$ cat src/wd_pkg.sv
package wd_pkg;
    // Bus geometry
    localparam int                WB_ADR_W      = 18;
    localparam int                WB_DAT_W      = 32;
    // Register indices and byte addresses
    localparam logic [15:0]       SERVICE_IDX   = 16'hffff;
    localparam logic [17:0]       SERVICE_ADDR  = {SERVICE_IDX, 2'b00};
    localparam logic [17:0]       CFG_ADDR      = 18'h0_0000;
    localparam logic [17:0]       STATUS_ADDR   = 18'h0_0004;
    // Configuration register fields
    localparam int                CFG_DIS_BIT   = 0;
    localparam int                CFG_RATE_BIT  = 1;
    localparam int                CFG_STOPEN_BIT = 2;
    localparam int                CFG_LOCK_BIT  = 3;
    localparam logic [2:0]        CFG_RESET     = 3'h0;
    // Status register fields
    localparam int                ST_WD_BIT     = 0;
    localparam int                ST_ILL_BIT    = 1;
    localparam int                ST_DIS_BIT    = 2;
    localparam int                ST_BLANK_BIT  = 3;
    localparam int                ST_HOLD_BIT   = 4;
    localparam int                ST_CNT_LSB    = 8;
    // Counter structure
    localparam int                PRE_W         = 12;
    localparam int                CNT_W         = 6;
    localparam int                LONG_EXP      = 18;
    localparam int                SHORT_EXP     = 13;
    localparam int                KEEP_BITS     = 4;
    // Timing, counted in oscillator cycles (the block clock is the oscillator clock)
    localparam int                CLK_MHZ       = 125;
    localparam int                RST_PULSE_CYC = 32;
    localparam int                POR_CLR_CYC   = 4096;
    localparam int                TMR_W         = 13;
    // Reset pulse sequencer states
    typedef enum logic [0:0] {
        WD_RUN,
        WD_PULSE
    } wd_state_t;
endpackage

$ cat src/wd_counter.sv
module wd_counter
    import wd_pkg::*;
#(
    parameter int PW = PRE_W,
    parameter int CW = CNT_W
) (
    input  wire logic           clk,
    input  wire logic           reset,
    input  wire logic           run,
    input  wire logic           clr_all,
    input  wire logic           clr_pre,
    input  wire logic           clr_service,
    input  wire logic           rate_short,
    output logic [PW+CW-1:0]    chain_ff,
    output logic                overflow
);
    import wd_pkg::*;

    logic [PW+CW-1:0] nxt_chain;
    logic             long_hit;
    logic             short_hit;

    // Overflow: carry out of the chain, or carry into the short-rate stage
    assign long_hit  = &chain_ff;
    assign short_hit = &chain_ff[SHORT_EXP-1:0];
    assign overflow  = run && !clr_all && !clr_service && (rate_short ? short_hit : long_hit);

    // Next chain value; clears take priority over counting
    always_comb begin
        nxt_chain = chain_ff;
        if (clr_all) begin
            nxt_chain = '0;
        end else begin
            if (run) begin
                nxt_chain = chain_ff + 1'b1;
            end
            if (clr_service) begin
                // Low prescaler stages survive a service clear
                nxt_chain = {{(PW+CW-KEEP_BITS){1'b0}}, nxt_chain[KEEP_BITS-1:0]};
            end
            if (clr_pre) begin
                nxt_chain[PW-1:0] = '0;
            end
        end
    end

    // Prescaler and counter as one free-running chain
    always_ff @(posedge clk) begin
        if (reset) begin
            chain_ff <= '0;
        end else begin
            chain_ff <= nxt_chain;
        end
    end
endmodule // wd_counter

$ cat src/wd_sync.sv
module wd_sync #(
    parameter int W = 1
) (
    input  wire logic         clk,
    input  wire logic         reset,
    input  wire logic [W-1:0] din,
    output logic      [W-1:0] dout
);
    logic [W-1:0] meta_ff;

    // Two-stage synchroniser; first stage feeds only the second
    always_ff @(posedge clk) begin
        if (reset) begin
            meta_ff <= '0;
            dout    <= '0;
        end else begin
            meta_ff <= din;
            dout    <= meta_ff;
        end
    end
endmodule // wd_sync

$ cat src/wd_top.sv
// Functional notes
// - Watchdog is a 6-bit counter fed by a 12-bit prescaler on the clock.
// - Unserviced overflow after 2^18-2^4 or 2^13-2^4 cycles raises a reset.
// - Any write to the service location clears counter and prescaler stages 12-5.
// - Reading the service location returns reset vector low byte, no side effect.
// - Watchdog reset holds reset pin low 32 cycles and sets cause flag.
// - Stop instruction clears the prescaler.
// - Power-on logic clears the prescaler 4096 cycles after power-up.
// - Any internal reset clears prescaler and counter.
// - A reset vector fetch clears the prescaler.
// - Disable configuration bit set means no watchdog reset can happen.
// - Monitor entry with test voltage on interrupt pin disables while voltage stays.
// - Monitor entry via blank vectors disables until next power-on reset.
// - In break, test voltage on reset pin disables the watchdog.
// - No interrupt requests are issued; reset is the only action.
// - Counting continues in wait mode and resets at timeout if enabled.
// - Stop mode gates the clock to the watchdog and clears its prescaler.
// - Stop instruction while stop is disallowed gives an illegal opcode reset.
// - Rate select one gives the short timeout, zero the long; reset clears it.
// - Disable bit one turns the watchdog off; reset clears it.
module wd_top
    import wd_pkg::*;
#(
    parameter int                 RST_CYC = RST_PULSE_CYC,
    parameter int                 POR_CYC = POR_CLR_CYC
) (
    input  wire logic                   clk,
    input  wire logic                   reset,
    // Wishbone classic slave
    input  wire logic                   wb_cyc_i,
    input  wire logic                   wb_stb_i,
    input  wire logic                   wb_we_i,
    input  wire logic [WB_ADR_W-1:0]    wb_adr_i,
    input  wire logic [3:0]             wb_sel_i,
    input  wire logic [WB_DAT_W-1:0]    wb_dat_i,
    output logic      [WB_DAT_W-1:0]    wb_dat_o,
    output logic                        wb_ack_o,
    output logic                        wb_err_o,
    // Core and system events, same clock domain
    input  wire logic [7:0]             reset_vector_low,
    input  wire logic                   stop_exec,
    input  wire logic                   stop_mode,
    input  wire logic                   wait_mode,
    input  wire logic                   vector_fetch,
    input  wire logic                   internal_reset,
    input  wire logic                   monitor_entry,
    input  wire logic                   monitor_blank,
    input  wire logic                   break_active,
    // Test voltage detectors on the pins, asynchronous
    input  wire logic                   irq_test_voltage_level,
    input  wire logic                   rst_test_voltage_level,
    // Open-drain reset pin
    input  wire logic                   rst_pin_n_i,
    output logic                        rst_pin_n_o,
    output logic                        rst_pin_n_oe,
    // Reset requests to the system reset logic
    output logic                        watchdog_reset,
    output logic                        illegal_stop_reset
);
    import wd_pkg::*;

    localparam int CHAIN_W = PRE_W + CNT_W;

    logic [1:0]         tv_sync;
    logic               irq_tv;
    logic               rst_tv;
    logic               rst_pin_sync;
    logic [2:0]         cfg_ff;
    logic               cfg_lock_ff;
    logic               cause_wd_ff;
    logic               cause_ill_ff;
    logic               mon_hold_ff;
    logic               mon_blank_ff;
    logic               por_done_ff;
    logic [TMR_W-1:0]   por_cnt_ff;
    logic [TMR_W-1:0]   pulse_cnt_ff;
    wd_state_t          state_ff;
    logic               ack_ff;
    logic               err_ff;
    logic [WB_DAT_W-1:0] rdata_ff;
    logic [CHAIN_W-1:0] chain;
    logic               overflow;
    logic               req;
    logic               wr_req;
    logic               rd_req;
    logic               hit_service;
    logic               hit_cfg;
    logic               hit_status;
    logic               hit_any;
    logic               service_wr;
    logic               disabled;
    logic               wd_fire;
    logic               ill_fire;
    logic               por_clear;
    logic               run;
    logic               clr_all;
    logic               clr_pre;
    logic [WB_DAT_W-1:0] nxt_rdata;
    logic               cause_rd;

    // Pin levels cross into the clock domain before any use
    wd_sync #(
        .W (3)
    ) u_sync (
        .clk   (clk),
        .reset (reset),
        .din   ({rst_pin_n_i, rst_test_voltage_level, irq_test_voltage_level}),
        .dout  ({rst_pin_sync, tv_sync})
    );
    assign irq_tv = tv_sync[0];
    assign rst_tv = tv_sync[1];

    // Bus decode
    assign req         = wb_cyc_i && wb_stb_i && !ack_ff && !err_ff;
    assign wr_req      = req && wb_we_i;
    assign rd_req      = req && !wb_we_i;
    assign hit_service = (wb_adr_i == SERVICE_ADDR);
    assign hit_cfg     = (wb_adr_i == CFG_ADDR);
    assign hit_status  = (wb_adr_i == STATUS_ADDR);
    assign hit_any     = hit_service || hit_cfg || hit_status;

    // Service clear fires on the strobe itself, whatever the data
    assign service_wr  = wr_req && hit_service && wb_sel_i[0];
    assign cause_rd    = rd_req && hit_status;

    // Disable sources combine; any one of them blocks the reset
    assign disabled = cfg_ff[CFG_DIS_BIT]
                   || mon_hold_ff
                   || mon_blank_ff
                   || (break_active && rst_tv);

    // Stop mode gates the clock; wait mode does not
    assign run = !stop_mode && state_ff == WD_RUN;

    // Clears of the counting chain
    assign clr_all = internal_reset || state_ff == WD_PULSE;
    assign clr_pre = stop_exec
                  || stop_mode
                  || vector_fetch
                  || por_clear;

    // Counting chain: 12-bit prescaler then 6-bit counter
    wd_counter #(
        .PW (PRE_W),
        .CW (CNT_W)
    ) u_counter (
        .clk         (clk),
        .reset       (reset),
        .run         (run),
        .clr_all     (clr_all),
        .clr_pre     (clr_pre),
        .clr_service (service_wr),
        .rate_short  (cfg_ff[CFG_RATE_BIT]),
        .chain_ff    (chain),
        .overflow    (overflow)
    );

    // Overflow only resets while enabled; no interrupt path exists
    assign wd_fire  = overflow && !disabled;
    assign ill_fire = stop_exec && !cfg_ff[CFG_STOPEN_BIT]
                   && state_ff == WD_RUN;

    // One-time-writable configuration, cleared by reset
    always_ff @(posedge clk) begin
        if (reset) begin
            cfg_ff      <= CFG_RESET;
            cfg_lock_ff <= 1'b0;
        end else if (wr_req && hit_cfg && wb_sel_i[0] && !cfg_lock_ff) begin
            cfg_ff      <= wb_dat_i[2:0];
            cfg_lock_ff <= 1'b1;
        end
    end

    // Monitor entry with test voltage: hold off while either pin keeps it
    always_ff @(posedge clk) begin
        if (reset) begin
            mon_hold_ff <= 1'b0;
        end else if (monitor_entry && irq_tv) begin
            mon_hold_ff <= 1'b1;
        end else if (!irq_tv && !rst_tv) begin
            mon_hold_ff <= 1'b0;
        end
    end

    // Blank-vector monitor entry sticks until the next power-on reset
    always_ff @(posedge clk) begin
        if (reset) begin
            mon_blank_ff <= 1'b0;
        end else if (monitor_entry && monitor_blank && !irq_tv) begin
            mon_blank_ff <= 1'b1;
        end
    end

    // Power-on delay; reset stands for power-on here
    always_ff @(posedge clk) begin
        if (reset) begin
            por_cnt_ff  <= '0;
            por_done_ff <= 1'b0;
        end else if (!por_done_ff) begin
            if (por_cnt_ff == TMR_W'(POR_CYC - 1)) begin
                por_done_ff <= 1'b1;
            end
            por_cnt_ff <= por_cnt_ff + 1'b1;
        end
    end
    assign por_clear = !por_done_ff && por_cnt_ff == TMR_W'(POR_CYC - 1);

    // Reset pulse sequencer: pin held low for a fixed count
    always_ff @(posedge clk) begin
        if (reset) begin
            state_ff     <= WD_RUN;
            pulse_cnt_ff <= '0;
        end else begin
            case (state_ff)
                WD_RUN: begin
                    if (wd_fire || ill_fire) begin
                        state_ff     <= WD_PULSE;
                        pulse_cnt_ff <= '0;
                    end
                end
                WD_PULSE: begin
                    if (pulse_cnt_ff == TMR_W'(RST_CYC - 1)) begin
                        state_ff <= WD_RUN;
                    end
                    pulse_cnt_ff <= pulse_cnt_ff + 1'b1;
                end
                default: begin
                    state_ff <= WD_RUN;
                end
            endcase
        end
    end

    // Open-drain pin: drive low only during the pulse
    assign rst_pin_n_o  = 1'b0;
    assign rst_pin_n_oe = (state_ff == WD_PULSE);

    // One-cycle requests to the system reset logic
    always_ff @(posedge clk) begin
        if (reset) begin
            watchdog_reset     <= 1'b0;
            illegal_stop_reset <= 1'b0;
        end else begin
            watchdog_reset     <= wd_fire && state_ff == WD_RUN;
            illegal_stop_reset <= ill_fire;
        end
    end

    // Cause flags; a new event beats a read-clear in the same cycle
    always_ff @(posedge clk) begin
        if (reset) begin
            cause_wd_ff  <= 1'b0;
            cause_ill_ff <= 1'b0;
        end else begin
            if (wd_fire && state_ff == WD_RUN) begin
                cause_wd_ff <= 1'b1;
            end else if (cause_rd) begin
                cause_wd_ff <= 1'b0;
            end
            if (ill_fire) begin
                cause_ill_ff <= 1'b1;
            end else if (cause_rd) begin
                cause_ill_ff <= 1'b0;
            end
        end
    end

    // Read mux; service location answers with the vector byte only
    always_comb begin
        nxt_rdata = '0;
        if (hit_service) begin
            nxt_rdata[7:0] = reset_vector_low;
        end else if (hit_cfg) begin
            nxt_rdata[2:0]          = cfg_ff;
            nxt_rdata[CFG_LOCK_BIT] = cfg_lock_ff;
        end else if (hit_status) begin
            nxt_rdata[ST_WD_BIT]    = cause_wd_ff;
            nxt_rdata[ST_ILL_BIT]   = cause_ill_ff;
            nxt_rdata[ST_DIS_BIT]   = disabled;
            nxt_rdata[ST_BLANK_BIT] = mon_blank_ff;
            nxt_rdata[ST_HOLD_BIT]  = mon_hold_ff;
            nxt_rdata[ST_CNT_LSB +: CNT_W] = chain[CHAIN_W-1 -: CNT_W];
        end
    end

    // Bus answer one cycle after the request; unmapped gets err
    always_ff @(posedge clk) begin
        if (reset) begin
            ack_ff   <= 1'b0;
            err_ff   <= 1'b0;
            rdata_ff <= '0;
        end else begin
            ack_ff <= req && hit_any;
            err_ff <= req && !hit_any;
            if (rd_req) begin
                rdata_ff <= nxt_rdata;
            end
        end
    end
    assign wb_ack_o = ack_ff;
    assign wb_err_o = err_ff;
    assign wb_dat_o = rdata_ff;
endmodule // wd_top

$ cat config.mk
export PLATFORM = sky130hd
export DESIGN_NAME = wd_top
export DESIGN_NICKNAME = d
export VERILOG_FILES = /design/src/wd_pkg.sv /design/src/wd_counter.sv /design/src/wd_sync.sv /design/src/wd_top.sv
export SDC_FILE = /design/constraint.sdc
export NUM_CORES = 1
export LEC_CHECK = 0
export ABC_CLOCK_PERIOD_IN_PS = 3370
export BUFFER_PORTS_ARGS = -buffer_cell sky130_fd_sc_hd__buf_2
export CORE_MARGIN = 10
export CORE_UTILIZATION = 35
export DETAILED_ROUTE_END_ITERATION = 10
export SETUP_SLACK_MARGIN = 0.3
export SYNTH_ARGS = -nofsm -noshare
export SYNTH_HDL_FRONTEND = slang
export SYNTH_HIERARCHICAL = 1
export SYNTH_SLANG_ARGS = --single-unit
$ cat constraint.sdc
create_clock -name clk -period 3.37 [get_ports clk]
set_input_delay 0.5055 -clock clk [delete_from_list [all_inputs] [get_ports clk]]
set_output_delay 0.5055 -clock clk [all_outputs]
set_load 0.03 [all_outputs]
; ---- Word-level counts from Yosys, hierarchy flattened
; Cells that the tools add are included.
[totals]
regBits = 76
in_bits = 78
output_inout_bits = 38
word_cells = 110
[classes]
n_addsub = 3
eq_ne = 5
n_mux = 22
bitwise_logic = 1
n_reduce_logical = 59
[op_table]
columns = op, count
row1 = $logic_and 1x1->1, 27
row2 = $add 13x1->13 const B, 2
row3 = $pmux 13 s2, 1
row4 = $add 18x1->18 const B, 1
row5 = $eq 18x18->1 const B, 1
row6 = $eq 18x3->1 const B, 1
row7 = $logic_not 18->1, 1
row8 = $mux 18, 1
row9 = $mux 6, 3
row10 = $reduce_and 18->1, 1
row11 = $eq 13x12->1 const B, 1
row12 = $eq 13x5->1 const B, 1
row13 = $logic_not 1->1, 13
row14 = $mux 13, 1
row15 = $reduce_and 13->1, 1
row16 = $mux 1, 11
row17 = $logic_or 1x1->1, 10
row18 = $mux 5, 2
row19 = $reduce_bool 2->1, 3
row20 = $reduce_or 3->1, 2
row21 = $mux 4, 1
row22 = $reduce_or 4->1, 1
row23 = $mux 3, 1
row24 = $ne 2x1->1 const B, 1
row25 = 2 further kinds, 2

; ---- Longest topological paths before layout
; Gate-level depths: netlist of the first run.
[logic_depth]
depth_word = 13
depth_mapped = 11
mapped_depth_nobuf = 9

; ---- Cells and area by module
; The synthesis of the first run kept the hierarchy.
[by_module_without_submodules]
columns = module, n_inst, cells_each, area_per_inst_um2, seq_area_each_um2
row1 = wd_top, 1, 317, 2662.6, 1081.0
row2 = wd_counter, 1, 103, 920.9, 360.3
row3 = wd_sync, 1, 12, 157.7, 120.1

; ---- Worst setup path before layout of the first run
; OpenSTA, ideal clock, no wires.
[synth_path]
path_kind = input to register
from = input port wb_adr_i[2]
to = register pulse_cnt_ff[11]
setup_ns = 0.071
t_arrival_ns = 2.737
t_required_ns = 3.299
path_slack_ns = 0.563
path_stages = 10
path_buffers = 1
path_cell_list = buf_2 > nand4_1 > nor3_1 > nand2_1 > nor3_1 > nor4_1 > nor4b_1 > a22oi_1 > o211ai_1 > a21oi_1
[synth_between]
elab_chain_len = 9
[synth_lines]
columns = element, line
row1 = start: declaration, wd_top.sv:33  ; input wire logic [WB_ADR_W-1:0] wb_adr_i,
row2 = $eq 18x18->1, wd_top.sv:117  ; assign hit_service = (wb_adr_i == SERVICE_ADDR);
row3 = $logic_and 1x1->1 (2 in a row), wd_top.sv:123  ; assign service_wr = wr_req && hit_service && wb_sel_i[0];
row4 = named net service_wr, wd_top.sv:90  ; logic service_wr;
row5 = $logic_not 1->1, wd_counter.sv:26  ; assign overflow = run && !clr_all && !clr_service && (rate_short ? short_hit : long_hit);
row6 = $logic_and 1x1->1 (2 in a row), wd_counter.sv:26
row7 = named net overflow, wd_top.sv:82  ; logic overflow;
row8 = $logic_and 1x1->1, wd_top.sv:159  ; assign wd_fire = overflow && !disabled;
row9 = $logic_or 1x1->1, wd_top.sv:216  ; if (wd_fire || ill_fire) begin
row10 = $ne 2x1->1 (no source line), -
row11 = end signal: assignment, wd_top.sv:225  ; pulse_cnt_ff <= pulse_cnt_ff + 1'b1;
row12 = end: declaration, wd_top.sv:76  ; logic [TMR_W-1:0] pulse_cnt_ff;
; The timed path passes the listed nets, and every way through them passes these cells.
; A chain may end at the register's enable or synchronous reset.

; ---- Final worst setup path of the first run
; Same ends and word-level chain as after synthesis.

==> out/summary.md, run 1 <==
The flow ran to the end, and the final reports show no timing, DRC or antenna violations. On the critical path the largest part of the delay comes from simple AND/OR/NAND/NOR gates. The met3 routed wirelength was 677 um; the max-capacitance violation count was 0. The switching part of the total works out to 0.2656. For this run the aggregate overflow at the end of global routing stands at 0. The filler cells instantiated in the layout total 1058. The final cell count without fillers was 627; the static leakage was 0.001553 uW. The most critical setup path has its startpoint at wb_adr_i[2]. Register-to-register setup slack: 900 ps. The die is 122.7 um wide.

The final hold violation count is 0, and the final period demand of the worst path is 2714 ps. The tools report the origin of the worst min-delay path as rst_test_voltage_level. Setup total negative slack on the finished layout was measured at 0 ps. The tools report the destination of the worst register-to-register timing path as pulse_cnt_ff[11]. The tools report the worst clock skew as 9.687 ps.

TritonCTS built the clock tree. Final clock period utilization by the worst path: 0.8053. The floorplan step set the die height to 122.7 um. The tools report the floorplan row count as 37. The cell area that synthesis handed to floorplanning was 3689 um2. Post-synthesis to final-layout area growth: 14.38%. The design draws 1696 uW.

Clock-pin slew was measured on the worst setup and hold paths at 80 ps. The run gives 146 as the iteration-0 DRC count of the detailed router. The cell count along the critical path was 10. The number of placed instances, taps included, is 611.

The per-cell via count in the routed design works out to 5.147. The number of antenna diodes in the final layout is 0. For this block, wires on met1 add up to 4142 um. The power density normalized to cell area is 401.9 nW/um2, and the worst hold slack after final layout is 364.3 ps. The worst hold path belongs to the class in -> reg. The relative slew slack is 0.3892.

In this run, post-CTS repair resized a total of 0 instances. The number of setup buffers added after CTS is 0. Signal routing reaches up to met4. The highest cell delay on the worst timing path was 660 ps. The cell count after synthesis came out at 428.

The Yosys step of the flow raised 6 warnings. For this design, the sink count on the clock tree is 76. The run gives 0.3589 as the effective utilization at floorplan. In this run the worst setup path terminates at pulse_cnt_ff[11]. The net switching power of the design is 450.4 uW. The worst slack at placement came out at 294.3 ps. The clock network power share was 0.369. The first global-routing pass estimated 14750 um of wire.

Detailed routing inserted a total of 3227 vias. Once routing completed, OpenROAD measured the worst setup slack at 656.2 ps. The die covers 15050 um2. TritonCTS created 9 clock buffers. The number of search-and-repair iterations in the first detailed-routing pass is 4, and the sum of net half-perimeters after detailed placement is 6720 um. Data arrives at the worst endpoint at 2990 ps.

The slew at the pin closest to its max-slew limit was 893.1 ps. The logs give 209.1 uV for the largest voltage drop on the vdd net and 116 for the number of top-level design ports. Final weighted congestion of routability-driven global placement: 0.8154.

Worst-case reg-to-reg path depth: 10. The via count of the first global-routing pass is 3092, and the average wire per cell in the routed design is 14.35 um. In the routed design, unresolved DRC markers number 0. For the remaining antenna violation count after routing, the log shows 0. The final-report max-slew violation count came out at 0. The tools report the initial antenna violation count as 0.

The upper clock frequency limit was 0.3685 GHz; the logic gate share of total power was 0.088. Overall routed net length: 8999 um. STA classifies the critical path endpoint as a flip-flop.

The depth of the CTS H-tree was 3. Type of the setup path with the least slack: in -> reg. Total of endpoints with negative setup slack in the final report: 0.

The slowest stage of the critical path is the sky130_fd_sc_hd__a22oi_1 cell. Combined buffer and inverter count along the critical path: 1. The maximum count of clock buffers along a single path was 2. Entering global routing, the biggest net connects 39 pins. After floorplanning, the core was sized to cover 10280 um2. The cell-internal power is 1245 uW, and the top fanout value on the critical path is 10.

STA puts the critical path data required time at 3640 ps. The overall global routing resource usage came out at 0.1197. For the insertion delay to the later sink of the worst-skew pair, the log shows 350 ps. The cell that appears most often on the critical path is sky130_fd_sc_hd__nor3_1. The part of the total power dissipated in sequential elements is 0.543.

The layout cell share with drive strength beyond 1 was 0.2159. In the final design database the tool counted 567 nets. Setup repair after global routing left no endpoint under its margin. The post-synthesis average cell area was 8.618 um2; the met2 wire length was 4078 um.

The total of buffers placed on input and output ports came out at 62. In this run the critical register-to-register path is launched from rst_pin_n_oe. The launching element type of the critical path was an input port.

The tools report the CTS root buffer as sky130_fd_sc_hd__clkbuf_8. After clock tree synthesis, the flow added hold-fix buffers numbering 0. The critical path goes through buf_2 -> nand4_1 -> nor3_1 -> nand2_1 -> nor3_1 -> nor4_1 -> nor4b_1 -> a22oi_1 -> o211ai_1 -> a21oi_1.
-- metal layers --
layer / global-route usage / up-vias
met5: 0 / -
met4: 0.04271 / 0
met3: 0.03903 / 6
met2: 0.1918 / 83
met1: 0.1473 / 1503
li1: - / 1635
-- state kept, by name, summed over array words and instances, names as in the netlist --
register            flops
cause_ill_ff            1
cause_wd_ff             1
cfg_ff                  3
cfg_lock_ff             1
illegal_stop_reset      1
mon_blank_ff            1
mon_hold_ff             1
por_cnt_ff             13
por_done_ff             1
pulse_cnt_ff           13
rst_pin_n_oe            1
u_counter/chain_ff     18
u_sync/dout             2
u_sync/meta_ff          2
watchdog_reset          1
wb_ack_o                1
wb_dat_o               14
wb_err_o                1
-- how the worst min path moves through the flow --
stage | cells after the start | slack [ps] | end
floorplan | 1 | 410 | u_sync/dout[0]
global placement | 1 | 430 | cause_wd_ff
detailed placement | 1 | 430 | cause_ill_ff
CTS | 2 | 350 | u_sync/meta_ff[0]
global route | 2 | 350 | u_sync/meta_ff[1]
finish | 2 | 360 | u_sync/meta_ff[1]
-- power by group through the flow --
stage               Combinational, uW  Clock, uW  Sequential (uW)
finish                            150        626              920
CTS                               150        654              920
detailed placement                150          0              941
global placement                  148          0              941
global route                      165        694              922
floorplan                         105          0              949
-- metrics by stage --
stage | area [um2] | utilization
2_1_floorplan | 3756 | -
3_3_place_gp | 4041 | 0.3932
3_5_place_dp | 4041 | 0.3932
4_1_cts | 4219 | 0.4105
5_1_grt | 4219 | 0.4105
6_report | 4219 | 0.4105
-- area by class of cell --
cell class | count | area [um2] | share of cell area
inverters | 8 | 30.03 | 0.007117
clock buffers | 10 | 137.6 | 0.03262
flip-flops and latches | 76 | 1521 | 0.3606
clock inverters | 6 | 40.04 | 0.009490
repair buffers | 69 | 362.8 | 0.08600
well taps | 136 | 170.2 | 0.04033
multi-input cells | 322 | 1957 | 0.4638
-- worst reg2reg max path, cell delays in order, from the launching register on --
cell                       delay, ps
sky130_fd_sc_hd__dfxtp_1         320
sky130_fd_sc_hd__nor2_1          110
sky130_fd_sc_hd__buf_4           160
sky130_fd_sc_hd__and4_1          170
sky130_fd_sc_hd__buf_4           160
sky130_fd_sc_hd__nand3_1         110
sky130_fd_sc_hd__nor4_1          420
sky130_fd_sc_hd__nor4b_1         290
sky130_fd_sc_hd__a22oi_1         300
sky130_fd_sc_hd__o211ai_1        180
sky130_fd_sc_hd__a21oi_1          90
-- layout by cell type, fill, tap and decap left out, types with 5 or more instances in the layout --
cell,count
sky130_fd_sc_hd__or3_1,12
sky130_fd_sc_hd__a31oi_1,7
sky130_fd_sc_hd__buf_4,7
sky130_fd_sc_hd__inv_1,8
sky130_fd_sc_hd__nand3_1,25
sky130_fd_sc_hd__dfxtp_1,76
sky130_fd_sc_hd__xor2_1,14
sky130_fd_sc_hd__clkbuf_8,10
sky130_fd_sc_hd__a21oi_1,32
sky130_fd_sc_hd__xnor2_1,8
sky130_fd_sc_hd__nor4_1,5
sky130_fd_sc_hd__nor2b_1,7
sky130_fd_sc_hd__nand2_1,27
sky130_fd_sc_hd__o21ai_0,7
sky130_fd_sc_hd__or2_2,7
sky130_fd_sc_hd__nor3_1,12
sky130_fd_sc_hd__nor2_1,39
sky130_fd_sc_hd__nand4_1,31
sky130_fd_sc_hd__conb_1,19
sky130_fd_sc_hd__buf_2,62
Note: power is estimated with default switching activity, not from simulation.
==> run 2, diff against run 1 <==
Settings changed: ABC_CLOCK_PERIOD_IN_PS 3370 to 2300.
Clock period 3.37 ns to 2.3 ns, I/O delays scaled along.
==> run 2 against run 1 <==
  * Sequential cell count stayed put
  * Cell count is 2.1% higher
  * Die area stayed put
  * Register-to-register slack worse by 510 ps
  * Critical path type is now reg -> reg
  * Design area is 5.6% higher
  * Largest cell class unchanged
==> out/summary.md, run 2 (synthesized netlist as in run 1, its figures left out) <==
The run finished with clean final reports. The run gives 0 (unchanged) as the total of endpoints with negative setup slack in the final report. The leading cell type in the layout, fill and taps excluded is sky130_fd_sc_hd__dfxtp_1. The initial antenna violation count was 0 (unchanged). The static leakage was 0.001663 uW (+7.1%); the height of the chip was 122.7 um (unchanged). The worst clock skew is 7.268 ps (-2.418 ps), and the overall routed net length is 8855 um (-1.6%). The final weighted congestion of routability-driven global placement was 0.7748 (-5.0%). For the remaining antenna violation count after routing, the log shows 0 (unchanged). The worst setup path is of the reg -> reg kind.

The number of flip-flops in the largest register is 18 (unchanged), and the overall global routing resource usage is 0.1177 (-0.001982). More flip-flops sit in one register than any other, and that register is u_counter/chain_ff. The final period demand of the worst path was 1913 ps; the floorplan row count was 37 (unchanged). The run gives 3 (unchanged) as the depth of the CTS H-tree. The post-synthesis to final-layout area growth was 20.79%; the maximum count of clock buffers along a single path was 2 (unchanged).

The antenna diode count was 0 (unchanged). The post-detailed-route DRC marker count is 0 (unchanged). The arrival time at the worst endpoint was 2140 ps (-850 ps); the total via count after detailed routing was 3271 (+1.4%). The upper clock frequency limit was 0.5227 GHz; the effective utilization at floorplan was 0.3589 (unchanged). The full die area is 15050 um2 (unchanged), and the final clock period utilization by the worst path is 0.8318. The top fanout value on the critical path was 14 (+4). The final-report max-slew violation count was 0 (unchanged); the number of top-level design ports was 116 (unchanged). The die span in x is 122.7 um (unchanged), and the total core area is 10280 um2 (unchanged). The tools report the relative slew slack as 0.6459 (+0.2567). The slew at the pin closest to its max-slew limit is 523.8 ps (-369.3 ps).

The clock transition time at the flip-flop clock pins of the worst setup and hold paths is 80 ps (about the same). The wire length of the first global-routing pass came out at 14810 um (+0.42%). In this run the worst hold path is classified as in -> reg.

The max-capacitance violation count was 0 (unchanged). The average wire per cell in the routed design was 13.84 um (-3.6%); the sum of overflow across all layers after global routing was 0 (unchanged). The logs give 580 (+2.3%) for the number of nets in the layout and 0 (unchanged) for the hold buffer count at cts. TritonCTS built the clock tree.

The largest net degree at the start of global routing came out at 31 (-21%). STA classifies the critical path endpoint as a flip-flop. The total of buffers placed on input and output ports works out to 62 (unchanged).

The number of cells after detailed placement was 623 (+2.0%); the worst hold slack after final layout was 205.4 ps (-158.9 ps). The tools report the launching element type of the critical path as a flip-flop. The number of search-and-repair iterations in the first detailed-routing pass was 4 (unchanged); the iteration-0 DRC count of the detailed router was 163 (+12%). The power density normalized to cell area came out at 604.5 nW/um2 (+50%). In the layout the commonest cells are 72 x sky130_fd_sc_hd__dfxtp_1, 62 x sky130_fd_sc_hd__buf_2, 37 x sky130_fd_sc_hd__nor2_1.

The logs give 386.8 ps (-269.4 ps) for the final worst-path setup slack and 76 (unchanged) for the number of sinks handled by clock tree synthesis. Data required time of the critical path: 2520 ps (-1120 ps). The cell sitting at the root of the clock tree is a sky130_fd_sc_hd__clkbuf_8. The per-cell via count in the routed design is 5.111 (-0.70%), and the setup TNS is 0 ps (unchanged). The worst slack at placement came out at 106.7 ps (-187.6 ps). The layout cell share with drive strength beyond 1 is 0.2639 (+0.04800). The via count of the first global-routing pass was 3200 (+3.5%); the final hold violation count was 0 (unchanged). For the final cell count without fillers, the log shows 640 (+2.1%). For the total clock buffers created by CTS, the log shows 9 (unchanged). The tools report the sum of net half-perimeters after detailed placement as 6783 um (+0.94%).

Setup repair after global routing could not meet its margin everywhere. The insertion delay to the later sink of the worst-skew pair was 340 ps (about the same). The largest voltage drop on the vdd net was 363.8 uV (+74%).
-- run 2: cell types whose count changed in the layout (fill, tap and decap cells not counted), moves of 3 or more --
cell                       before  now
sky130_fd_sc_hd__buf_4          7   20
sky130_fd_sc_hd__dfxtp_1       76   72
sky130_fd_sc_hd__nor3_1        12    9
sky130_fd_sc_hd__dfxtp_2        0    3
sky130_fd_sc_hd__clkinv_2       3    0
-- run 2: final cells by class --
| type | instances | area [um2] |
|---|---|---|
| Fill cell | 1028 | 5822 |
| Multi-Input combinational cell | 322 | 2049 |
| Sequential cell | 76 | 1529 |
| Timing Repair Buffer | 82 | 460.4 |
| Tap cell | 136 | 170.2 |
| Clock buffer | 11 | 131.4 |
| Clock inverter | 5 | 85.08 |
| Inverter | 8 | 30.03 |
-- run 2: report_power, final --
group | internal (uW) | switching, uW | leakage (uW)
combinational | 80.0 | 146 | 0.000942
sequential | 1330 | 20.7 | 0.000617
clock | 618 | 494 | 0.000104
total | 2030 | 661 | 0.00166
-- run 2: critical path: stages (launching register included) --
cell,delay (ps)
sky130_fd_sc_hd__dfxtp_4,410
sky130_fd_sc_hd__or2_2,360
sky130_fd_sc_hd__nor4_4,340
sky130_fd_sc_hd__nor4b_4,250
sky130_fd_sc_hd__a22oi_2,70
sky130_fd_sc_hd__buf_4,180
sky130_fd_sc_hd__o211ai_1,90
sky130_fd_sc_hd__a21oi_1,80
-- run 2: repair_timing --
| item | in CTS | in global routing |
|---|---|---|
| setup buffers | 0 | 1 |
| resized for setup | 1 | 9 |
| pin swaps | 0 | 3 |
| endpoints found under the setup margin | 1 | 21 |
-- run 2: path summary, 6_finish.rpt --
| check | startpoint | to | slack (ps) | depth (start not counted) |
|---|---|---|---|---|
| hold reg to reg | u_sync/meta_ff[1] | u_sync/dout[1] | 440 | 1 |
| hold / removal | rst_test_voltage_level | u_sync/meta_ff[1] | 210 | 2 |
| setup / recovery | rst_pin_n_oe | pulse_cnt_ff[9] | 390 | 7 |
| setup reg to reg | rst_pin_n_oe | pulse_cnt_ff[9] | 390 | 7 |
-- run 2: routing by layer --
metal  global-route usage  up-vias  share of wire
met3              0.02847        4          0.047
met1               0.1443     1542           0.45
met5                    0        -              0
met2               0.1944       55           0.50
li1                     -     1670              -
met4              0.04639        0         0.0053
-- run 2: through the flow --
stage,power [uW],cell area (um2),util
finish,2693,4456,0.4335
detailed placement,1610,4213,0.4099
global route,2810,4456,0.4335
floorplan,1553,3854,-
CTS,2728,4432,0.4312
global placement,1606,4213,0.4099
